<file path="src/hdl/psu_ctrl_pkg.sv">
// constants shared by the psu output fault and restart controller
package psu_ctrl_pkg;
    // timing base: one tick is one millisecond
    localparam int CLK_PERIOD_NS = 10;
    localparam int TICK_NS = 1000000;
    localparam int TICK_CYC = TICK_NS / CLK_PERIOD_NS;
    localparam int STARTUP_GRACE_S = 20;
    localparam int RESTART_DELAY_S = 1;
    localparam int OV_WINDOW_S = 60;
    localparam int OFF_HOLD_S = 2;
    localparam logic [15:0] STARTUP_GRACE_TICKS = 16'(STARTUP_GRACE_S * 1000);
    localparam logic [15:0] RESTART_DELAY_TICKS = 16'(RESTART_DELAY_S * 1000);
    localparam logic [15:0] OV_WINDOW_TICKS = 16'(OV_WINDOW_S * 1000);
    localparam logic [15:0] OFF_HOLD_TICKS = 16'(OFF_HOLD_S * 1000);
    localparam logic [1:0] OV_LATCH_COUNT = 2'd3;
    // blink half period in ticks, as a bit index of the tick counter
    localparam int BLINK_BIT = 8;
    // bus address layout
    localparam logic [3:0] BUS_ADDR_UPPER = 4'hc;
    localparam logic [6:0] BUS_ADDR_BCAST = 7'h00;
    // apb register byte offsets
    localparam logic [7:0] CTRL_OFS = 8'h00;
    localparam logic [7:0] VSET_OFS = 8'h04;
    localparam logic [7:0] STATUS_OFS = 8'h08;
    localparam logic [7:0] ALARM_OFS = 8'h0c;
    localparam logic [7:0] ADDR_OFS = 8'h10;
    // control register fields
    localparam int CTRL_OPON = 0;
    localparam int CTRL_MARGIN = 1;
    localparam int CTRL_OC_LATCH = 2;
    localparam int CTRL_OT_LATCH = 3;
    localparam int CTRL_OL_LATCH = 4;
    localparam logic [4:0] CTRL_RESET = 5'h01;
    // alarm register fields
    localparam int ALM_OV = 0;
    localparam int ALM_OC = 1;
    localparam int ALM_OT = 2;
    localparam int ALM_OL = 3;
    localparam int ALM_INVALID = 4;
    localparam int ALM_RESTART_OK = 5;
    localparam logic [7:0] VSET_RESET = 8'h80;
    typedef enum logic [1:0] {OUT_OFF, OUT_ON, OUT_DELAY,
        OUT_LATCHED} out_state_t;
endpackage

</file>
<file path="src/hdl/psu_output_fault_restart_control.sv">
// output enable, fault restart, latch-off, led and address decode logic
//
// Contract
// - pin rules until bus command, then ignored
// - startup overload held up to 20 seconds
// - limit above 10V keeps led blinking
// - limit below 10V in restart mode hiccups
// - led on when on, off otherwise
// - oc/ot default auto restart, configurable latch
// - ov restarts after 1s, three latch off
// - under three ov per minute resets count
// - five ways release latch-off
// - release needs off held two seconds
// - restart success clears alarms, sets flag
// - address is 1100 plus three straps
// - straps read high when left open
// - address lsb selects write or read
// - broadcast address zero accepts writes
// - broadcast read flags invalid command
// - margin command ignores pin until reset
// - pin or bus off turns output off
// - output needs interlock engaged
//
// The implementer's own choices: the register offsets and the APB slave port.
`timescale 1ns/1ns
module psu_output_fault_restart_control
    import psu_ctrl_pkg::*;
#(
    parameter int TICK_CYCLES = TICK_CYC
)(
    input wire logic clk,
    input wire logic sys_rst,
    input wire logic ce,
    input wire logic psel,
    input wire logic penable,
    input wire logic pwrite,
    input wire logic [7:0] paddr,
    input wire logic [31:0] pwdata,
    output logic [31:0] prdata,
    output logic pready,
    output logic pslverr,
    input wire logic remoteOnPin,
    input wire logic interlockPinN,
    input wire logic unitInsertedPin,
    input wire logic address_strap_high,
    input wire logic address_strap_mid,
    input wire logic address_strap_low,
    input wire logic [7:0] vprogPinCode,
    input wire logic inLimitPin,
    input wire logic outAbove10Pin,
    input wire logic ovFaultPin,
    input wire logic ocFaultPin,
    input wire logic otFaultPin,
    input wire logic [7:0] busAddrByte,
    input wire logic busAddrValid,
    output logic busAddrAck,
    output logic busBroadcast,
    output logic mainOutEnable,
    output logic outLed,
    output logic [7:0] voltageSetCode
);
    localparam int NSYNC = 19;
    logic [NSYNC-1:0] syncA_reg;
    logic [NSYNC-1:0] syncB_reg;
    logic remoteOn, interlockOk, inserted, inLimit, above10;
    logic ovFault, ocFault, otFault;
    logic [2:0] strap;
    logic [7:0] vprogCode;
    logic [31:0] tickDiv_reg;
    logic tick_reg;
    logic [15:0] msCount_reg;
    logic [4:0] ctrl_reg;
    logic [7:0] vset_reg;
    logic [5:0] alarm_reg;
    logic swOwn_reg;
    out_state_t state_reg;
    logic [15:0] delayCnt_reg;
    logic [15:0] graceCnt_reg;
    logic graceDone_reg;
    logic [1:0] ovCount_reg;
    logic [15:0] ovWin_reg;
    logic [15:0] offCnt_reg;
    logic offSeen_reg;
    logic [2:0] faultPrev_reg;
    logic [31:0] rdata;
    logic apbSetup, apbDone, wrDone;
    logic selCtrl, selVset, selStatus, selAlarm, selAddr, mapped;
    logic [2:0] faultRise;
    logic olTrip, ocLatchReq, otLatchReq, olLatchReq, ovLatchReq;
    logic latchReq, restartReq, offRequest, offHeld, relCycle, relReconfig;
    logic allowOn, delayDone, restartOk, ledNext, invalidCmd;
    logic [6:0] ownAddr;
    logic addrOwnHit, addrBcastHit;

    // async pins go through two flops before use
    wire [NSYNC-1:0] pinVec = {remoteOnPin, interlockPinN, unitInsertedPin,
        address_strap_high, address_strap_mid, address_strap_low,
        vprogPinCode, inLimitPin, outAbove10Pin, ovFaultPin, ocFaultPin,
        otFaultPin};
    always_ff @(posedge clk or posedge sys_rst)
        if (sys_rst)
        begin
            syncA_reg <= '0;
            syncB_reg <= '0;
        end
        else if (ce)
        begin
            syncA_reg <= pinVec;
            syncB_reg <= syncA_reg;
        end
    assign remoteOn = syncB_reg[18];
    assign interlockOk = ~syncB_reg[17];
    assign inserted = syncB_reg[16];
    // straps are pulled up inside, so an open strap already arrives high
    assign strap = syncB_reg[15:13];
    assign vprogCode = syncB_reg[12:5];
    assign inLimit = syncB_reg[4];
    assign above10 = syncB_reg[3];
    assign ovFault = syncB_reg[2];
    assign ocFault = syncB_reg[1];
    assign otFault = syncB_reg[0];

    // millisecond tick keeps every long timer at 16 bits
    always_ff @(posedge clk or posedge sys_rst)
        if (sys_rst)
        begin
            tickDiv_reg <= '0;
            tick_reg <= 1'b0;
            msCount_reg <= '0;
        end
        else if (ce)
        begin
            tick_reg <= (tickDiv_reg == 32'(TICK_CYCLES - 1));
            tickDiv_reg <= (tickDiv_reg == 32'(TICK_CYCLES - 1)) ? '0
                : tickDiv_reg + 32'd1;
            if (tick_reg)
                msCount_reg <= msCount_reg + 16'd1;
        end

    // apb decode, one wait state on every access
    assign apbSetup = psel & penable & ~pready;
    assign apbDone = psel & penable & pready;
    assign selCtrl = (paddr == CTRL_OFS);
    assign selVset = (paddr == VSET_OFS);
    assign selStatus = (paddr == STATUS_OFS);
    assign selAlarm = (paddr == ALARM_OFS);
    assign selAddr = (paddr == ADDR_OFS);
    assign mapped = selCtrl | selVset | selStatus | selAlarm | selAddr;
    assign wrDone = apbDone & pwrite & mapped;
    assign ownAddr = {BUS_ADDR_UPPER, strap};
    assign rdata = selCtrl ? {27'h0, ctrl_reg}
        : selVset ? {24'h0, vset_reg}
        : selStatus ? {16'h0, ovCount_reg, graceDone_reg, swOwn_reg,
            mainOutEnable, outLed, state_reg, voltageSetCode}
        : selAlarm ? {26'h0, alarm_reg}
        : selAddr ? {25'h0, ownAddr}
        : 32'h0;

    always_ff @(posedge clk or posedge sys_rst)
        if (sys_rst)
        begin
            pready <= 1'b0;
            pslverr <= 1'b0;
            prdata <= '0;
        end
        else if (ce)
        begin
            pready <= apbSetup;
            pslverr <= apbSetup & ~mapped;
            if (apbSetup)
                prdata <= pwrite ? 32'h0 : rdata;
        end

    // control and voltage set registers
    always_ff @(posedge clk or posedge sys_rst)
        if (sys_rst)
        begin
            ctrl_reg <= CTRL_RESET;
            vset_reg <= VSET_RESET;
            swOwn_reg <= 1'b0;
        end
        else if (ce)
        begin
            if (wrDone & selCtrl)
                ctrl_reg <= {pwdata[4:2], 1'b0, pwdata[0]};
            if (wrDone & selVset)
                vset_reg <= pwdata[7:0];
            // ownership only goes back to the pin on reset (bias cycle)
            if ((wrDone & selVset) | (wrDone & selCtrl & pwdata[CTRL_MARGIN]))
                swOwn_reg <= 1'b1;
        end

    // voltage setting follows the pin until software takes it
    always_ff @(posedge clk or posedge sys_rst)
        if (sys_rst)
            voltageSetCode <= VSET_RESET;
        else if (ce)
            voltageSetCode <= swOwn_reg ? vset_reg : vprogCode;

    // fault edges and overload protection after the startup grace
    assign faultRise = {ovFault, ocFault, otFault} & ~faultPrev_reg;
    assign olTrip = inLimit & graceDone_reg & ~above10;
    assign ocLatchReq = faultRise[1] & ctrl_reg[CTRL_OC_LATCH];
    assign otLatchReq = faultRise[0] & ctrl_reg[CTRL_OT_LATCH];
    assign olLatchReq = olTrip & ctrl_reg[CTRL_OL_LATCH];
    assign ovLatchReq = faultRise[2] & (ovCount_reg == OV_LATCH_COUNT - 2'd1);
    assign latchReq = ocLatchReq | otLatchReq | olLatchReq
        | ovLatchReq;
    assign restartReq = (faultRise[2] | faultRise[1] | faultRise[0]
        | (olTrip & ~ctrl_reg[CTRL_OL_LATCH])) & ~latchReq;

    // latch release: off held two seconds then back on, or reconfigured
    assign offRequest = ~remoteOn | ~ctrl_reg[CTRL_OPON] | ~inserted;
    assign offHeld = offCnt_reg >= OFF_HOLD_TICKS;
    assign relCycle = offSeen_reg & ~offRequest;
    assign relReconfig = wrDone & selCtrl
        & ~(pwdata[CTRL_OC_LATCH] | pwdata[CTRL_OT_LATCH]
        | pwdata[CTRL_OL_LATCH]);
    assign allowOn = remoteOn & interlockOk
        & ctrl_reg[CTRL_OPON];
    assign delayDone = (delayCnt_reg >= RESTART_DELAY_TICKS);

    always_ff @(posedge clk or posedge sys_rst)
        if (sys_rst)
        begin
            offCnt_reg <= '0;
            offSeen_reg <= 1'b0;
        end
        else if (ce)
        begin
            if (!offRequest)
                offCnt_reg <= '0;
            else if (tick_reg & ~offHeld)
                offCnt_reg <= offCnt_reg + 16'd1;
            // a short off pulse never arms the release
            if (state_reg != OUT_LATCHED)
                offSeen_reg <= 1'b0;
            else if (offRequest & offHeld)
                offSeen_reg <= 1'b1;
        end

    // output state machine
    always_ff @(posedge clk or posedge sys_rst)
        if (sys_rst)
        begin
            state_reg <= OUT_OFF;
            delayCnt_reg <= '0;
            faultPrev_reg <= '0;
        end
        else if (ce)
        begin
            faultPrev_reg <= {ovFault, ocFault, otFault};
            case (state_reg)
                OUT_OFF:
                begin
                    delayCnt_reg <= '0;
                    if (allowOn)
                        state_reg <= OUT_ON;
                end
                OUT_ON:
                begin
                    delayCnt_reg <= '0;
                    if (latchReq)
                        state_reg <= OUT_LATCHED;
                    else if (restartReq)
                        state_reg <= OUT_DELAY;
                    else if (!allowOn)
                        state_reg <= OUT_OFF;
                end
                OUT_DELAY:
                begin
                    if (latchReq)
                        state_reg <= OUT_LATCHED;
                    else if (delayDone & ~(ovFault | ocFault | otFault))
                        state_reg <= allowOn ? OUT_ON : OUT_OFF;
                    else if (tick_reg & ~delayDone)
                        delayCnt_reg <= delayCnt_reg + 16'd1;
                end
                OUT_LATCHED:
                begin
                    delayCnt_reg <= '0;
                    if (relCycle | relReconfig)
                        state_reg <= OUT_OFF;
                end
                default:
                    state_reg <= OUT_OFF;
            endcase
        end

    // startup grace: overload rides in constant current up to 20 s
    always_ff @(posedge clk or posedge sys_rst)
        if (sys_rst)
        begin
            graceCnt_reg <= '0;
            graceDone_reg <= 1'b0;
        end
        else if (ce)
        begin
            if (state_reg == OUT_OFF)
            begin
                graceCnt_reg <= '0;
                graceDone_reg <= 1'b0;
            end
            else if (tick_reg & ~graceDone_reg)
            begin
                graceCnt_reg <= graceCnt_reg + 16'd1;
                graceDone_reg <= (graceCnt_reg
                    >= STARTUP_GRACE_TICKS - 16'd1);
            end
        end

    // overvoltage counting within a one minute window
    always_ff @(posedge clk or posedge sys_rst)
        if (sys_rst)
        begin
            ovCount_reg <= '0;
            ovWin_reg <= '0;
        end
        else if (ce)
        begin
            if (state_reg == OUT_LATCHED)
            begin
                ovCount_reg <= '0;
                ovWin_reg <= '0;
            end
            else if (faultRise[2])
                ovCount_reg <= ovCount_reg + 2'd1;
            else if (ovCount_reg != 2'd0 && ovWin_reg >= OV_WINDOW_TICKS)
            begin
                ovCount_reg <= '0;
                ovWin_reg <= '0;
            end
            else if (ovCount_reg != 2'd0 && tick_reg)
                ovWin_reg <= ovWin_reg + 16'd1;
        end

    // alarms: hardware set wins over software write-one-clear
    assign restartOk = (state_reg == OUT_DELAY) & delayDone
        & ~(ovFault | ocFault | otFault) & allowOn;
    assign addrOwnHit = busAddrValid & (busAddrByte[7:1] == ownAddr);
    assign addrBcastHit = busAddrValid & (busAddrByte[7:1] == BUS_ADDR_BCAST);
    // lsb 1 is a read, never legal at the broadcast address
    assign invalidCmd = addrBcastHit & busAddrByte[0];
    always_ff @(posedge clk or posedge sys_rst)
        if (sys_rst)
            alarm_reg <= '0;
        else if (ce)
        begin
            if (restartOk)
                alarm_reg <= 6'(1 << ALM_RESTART_OK);
            else
                alarm_reg <= (alarm_reg
                    & ~((wrDone & selAlarm) ? pwdata[5:0] : 6'h0))
                    | {1'b0, invalidCmd, olTrip, faultRise[0],
                    faultRise[1], faultRise[2]};
        end

    // address acknowledge: own address either way, broadcast writes only
    always_ff @(posedge clk or posedge sys_rst)
        if (sys_rst)
        begin
            busAddrAck <= 1'b0;
            busBroadcast <= 1'b0;
        end
        else if (ce)
        begin
            busAddrAck <= addrOwnHit
                | (addrBcastHit & ~busAddrByte[0]);
            busBroadcast <= addrBcastHit & ~busAddrByte[0];
        end

    // led: blink in limit above 10V, off when off or latched
    assign ledNext = (state_reg != OUT_ON) ? 1'b0
        : (inLimit & above10) ? msCount_reg[BLINK_BIT] : 1'b1;
    always_ff @(posedge clk or posedge sys_rst)
        if (sys_rst)
        begin
            outLed <= 1'b0;
            mainOutEnable <= 1'b0;
        end
        else if (ce)
        begin
            outLed <= ledNext;
            mainOutEnable <= (state_reg == OUT_ON) & allowOn;
        end
endmodule // psu_output_fault_restart_control

</file>
<file path="config.mk">
export PLATFORM = sky130hd
export DESIGN_NAME = psu_output_fault_restart_control
export DESIGN_NICKNAME = d
export VERILOG_FILES = /design/src/hdl/psu_ctrl_pkg.sv /design/src/hdl/psu_output_fault_restart_control.sv
export SDC_FILE = /design/constraint.sdc
export NUM_CORES = 1
export LEC_CHECK = 0
export BUFFER_PORTS_ARGS = -buffer_cell sky130_fd_sc_hd__buf_4
export CELL_PAD_IN_SITES_DETAIL_PLACEMENT = 0
export CELL_PAD_IN_SITES_GLOBAL_PLACEMENT = 1
export CORE_ASPECT_RATIO = 0.5
export CORE_UTILIZATION = 46
export DETAILED_ROUTE_END_ITERATION = 8
export PLACE_DENSITY = 0.9
export SLEW_MARGIN = 20
export SYNTH_ARGS = -nofsm -noshare
export SYNTH_HDL_FRONTEND = slang
export SYNTH_SLANG_ARGS = --single-unit
export TNS_END_PERCENT = 50
</file>
<file path="constraint.sdc">
create_clock -name clk -period 9.7 [get_ports clk]
set_clock_uncertainty 0.15 [all_clocks]
set_input_delay 1.94 -clock clk [delete_from_list [all_inputs] [get_ports clk]]
set_output_delay 1.94 -clock clk [all_outputs]
set_load 0.01 [all_outputs]
</file>
==> results_dict.tcl <==
set metrics [dict create \
    cts_setup_buffers 0 \
    clock_latency_ns 0.49 \
    critical-path-top-delay-family "simple AND/OR/NAND/NOR gates" \
    cts_resized 0 \
    worstMarginPinSlew_ns 0.961 \
    hold_buffers 0 \
    p_clk_share_pct 40.1 \
    first_global_vias 6932 \
    io_buffers 79 \
    cp-start-kind "input pin" \
    synth_area_leaders "dfrtp_1 51%, mux2_2 6.5%, xnor2_1 3.7%" \
    min_path_type "flip-flop to flip-flop" \
    cts_tree "built" \
    syn_to_final_growth_pct 15.1 \
    drc_errors 0 \
    grt_usage_pct 19.6 \
    drt-wirelength-per-cell_um 16.3 \
    arrival_ns 4.76 \
    switching_share_pct 25.9 \
    synth_top_area_cell "dfrtp_1" \
    die_height_um 105 \
    dieWidth_um 207 \
    crit_top_cell "buf_4" \
    synth_common_cells "199 x dfrtp_1, 83 x nand2_1, 66 x nor2_1" \
    netlist-cell-type-count 66 \
    yosysMostFrequentCell "dfrtp_1" \
    avgSynthCellArea_um2 10.6 \
    cellInternalPower_mw 1.46 \
    cts.clk_slew.worst_paths_ns 0.07 \
    vias 7129 \
    async_reset_ff_share_pct 100 \
    drtAntennaViolNets 0 \
    cp-end-kind "flip-flop" \
    fin_nets 1075 \
    status "finished clean" \
    placed_area_um2 10500 \
    cts_root_buf "clkbuf_16" \
    grt_max_degree 130 \
    relSlewSlack_pct 35.8 \
    netlist_instances 917 \
    avgViaCountPerCell 5.59 \
    core_um2 20600 \
    antenna_found_initial 0 \
    wl_mm 20.9 \
    largest_reg_flops 32 \
    clock_sinks 202 \
    drtIter0Drc 516 \
    syn_area_um2 9710 \
    fmax_mhz 221 \
    rows 37 \
    critical-path-max-stage-delay_ns 0.66 \
    initial_utilization_pct 47.1 \
    worst_path_max_delay_cell "nor4_2" \
    synth-edff-count 0 \
    power.switching_mw 0.510 \
    grt_overflow 0 \
    pwr-share-comb_pct 11.3 \
    slew_violations 0 \
    hold_violations 0 \
    num_antenna_cells 0 \
    yosys.area.top_type_share_pct 51.3 \
    layout_min_cycle_time_ns 4.53 \
    pwr_density_cell_nw_per_um2 176 \
    timing.hold.ws_ns 0.323 \
    ys_ff_latch 202 \
    ir_worst_vdd_uv 86.3 \
    cp_max_fo 58 \
    final_design_area_no_fill_um2 11200 \
    required_ns 9.93 \
    cap_violations 0 \
    leakage_nw 4.96 \
    yosys_warnings 0 \
    criticalPathCategory "input pin to flip-flop" \
    path_cells "buf_4, buf_4, nand3_1, nor4_2, and3_1, and4_1, mux2_2" \
    gp_congestion 0.804 \
    path_buf_inv 2 \
    seq_power_share_pct 48.5 \
    synth-seq-area-share_pct 52.1 \
    drt_pass1_iterations 5 \
    cts_buffers 19 \
    synth-main-ff-cell "dfrtp_1" \
    h-tree-depth 1 \
    hpwl_mm 14.5 \
    grt_setup_unrepaired "no" \
    die-area_um2 21700 \
    tns_ns 0 \
    final_layout_size_suffix_gt1_share_pct 19.3 \
    grt_pass1_wl_mm 35.1 \
    finalCritPeriodShare_pct 46.7 \
    clock_path_buffers 3 \
    setup_viol 0 \
    ios 120 \
]
-- logic make-up after synthesis --
family | share of synthesized area, %
compound gates | 10.2
xor+xnor | 5.50
other cells | 0.0386
flops | 52.1
buf+inv | 3.76
mux | 8.56
fa+ha+maj | 1.42
simple gates | 18.4
-- final timing paths --
kind / cells after the start / slack (ns) / endpoint / start
max: 7 / 5.17 / tickDiv_reg[26] / ce
min: 1 / 0.32 / msCount_reg[7] / msCount_reg[7]
max reg2reg: 5 / 6.73 / ovWin_reg[7] / state_reg[0]
min reg2reg: 1 / 0.32 / msCount_reg[7] / msCount_reg[7]
max in group asynchronous: 3 / 6.50 / prdata[12] / sys_rst
min in group asynchronous: 2 / 1.46 / syncA_reg[6] / sys_rst
-- metrics by stage --
stage,utilization [%],setup slack [ns],instances,total power [mW]
2_1_floorplan,-,2.10,932,1.12
3_3_place_gp,51.0,4.70,1242,1.18
3_5_place_dp,51.0,4.69,1242,1.20
4_1_cts,54.2,5.17,1276,1.99
5_1_grt,54.2,4.93,1276,2.06
6_report,54.2,5.17,1276,1.97
-- area by class of cell --
class / count / area [µm²]
inverters: 33 / 131
flip-flops and latches: 202 / 5060
well taps: 273 / 342
multi-input cells: 650 / 4350
clock inverters: 12 / 158
fillers: 1746 / 9430
clock buffers: 22 / 507
repair buffers: 84 / 631
-- worst register-to-register path, delay by kind of cell (launching register included) --
kind	cells	cell delay [ns]
simple gates	3	1.58
compound gates	2	0.60
flops	1	0.55
-- power by group through the flow --
stage                     sequential, mW  clock [mW]  combinational (mW)
after floorplan                    0.952           0               0.166
final                              0.957       0.791               0.223
after global placement             0.967           0               0.217
after CTS                          0.956       0.806               0.226
after global routing               0.964       0.840               0.252
after detailed placement           0.971           0               0.225
-- layout by cell type, fill, tap and decap left out, drive strengths merged, types with 12 or more instances in the layout --
master	n
nand3	40
inv	34
mux2i	20
xor2	20
nand4	24
o21ai	22
nor3	22
and3	12
clkbuf	22
nor4	16
or4	13
mux2	56
nand2	84
dfrtp	199
buf	84
a22o	13
xnor2	41
nor2	67
conb	16
a21oi	41
-- per-layer routing --
layer | vias to the layer above | track usage (%) | wire length, µm
li1 | 3395 | - | -
met1 | 3579 | 27.5 | 9910
met2 | 131 | 32.5 | 9940
met3 | 24 | 2.92 | 746
met4 | 0 | 3.46 | 266
met5 | - | 0 | 0
No activity file was read; power rests on OpenSTA's default activity.
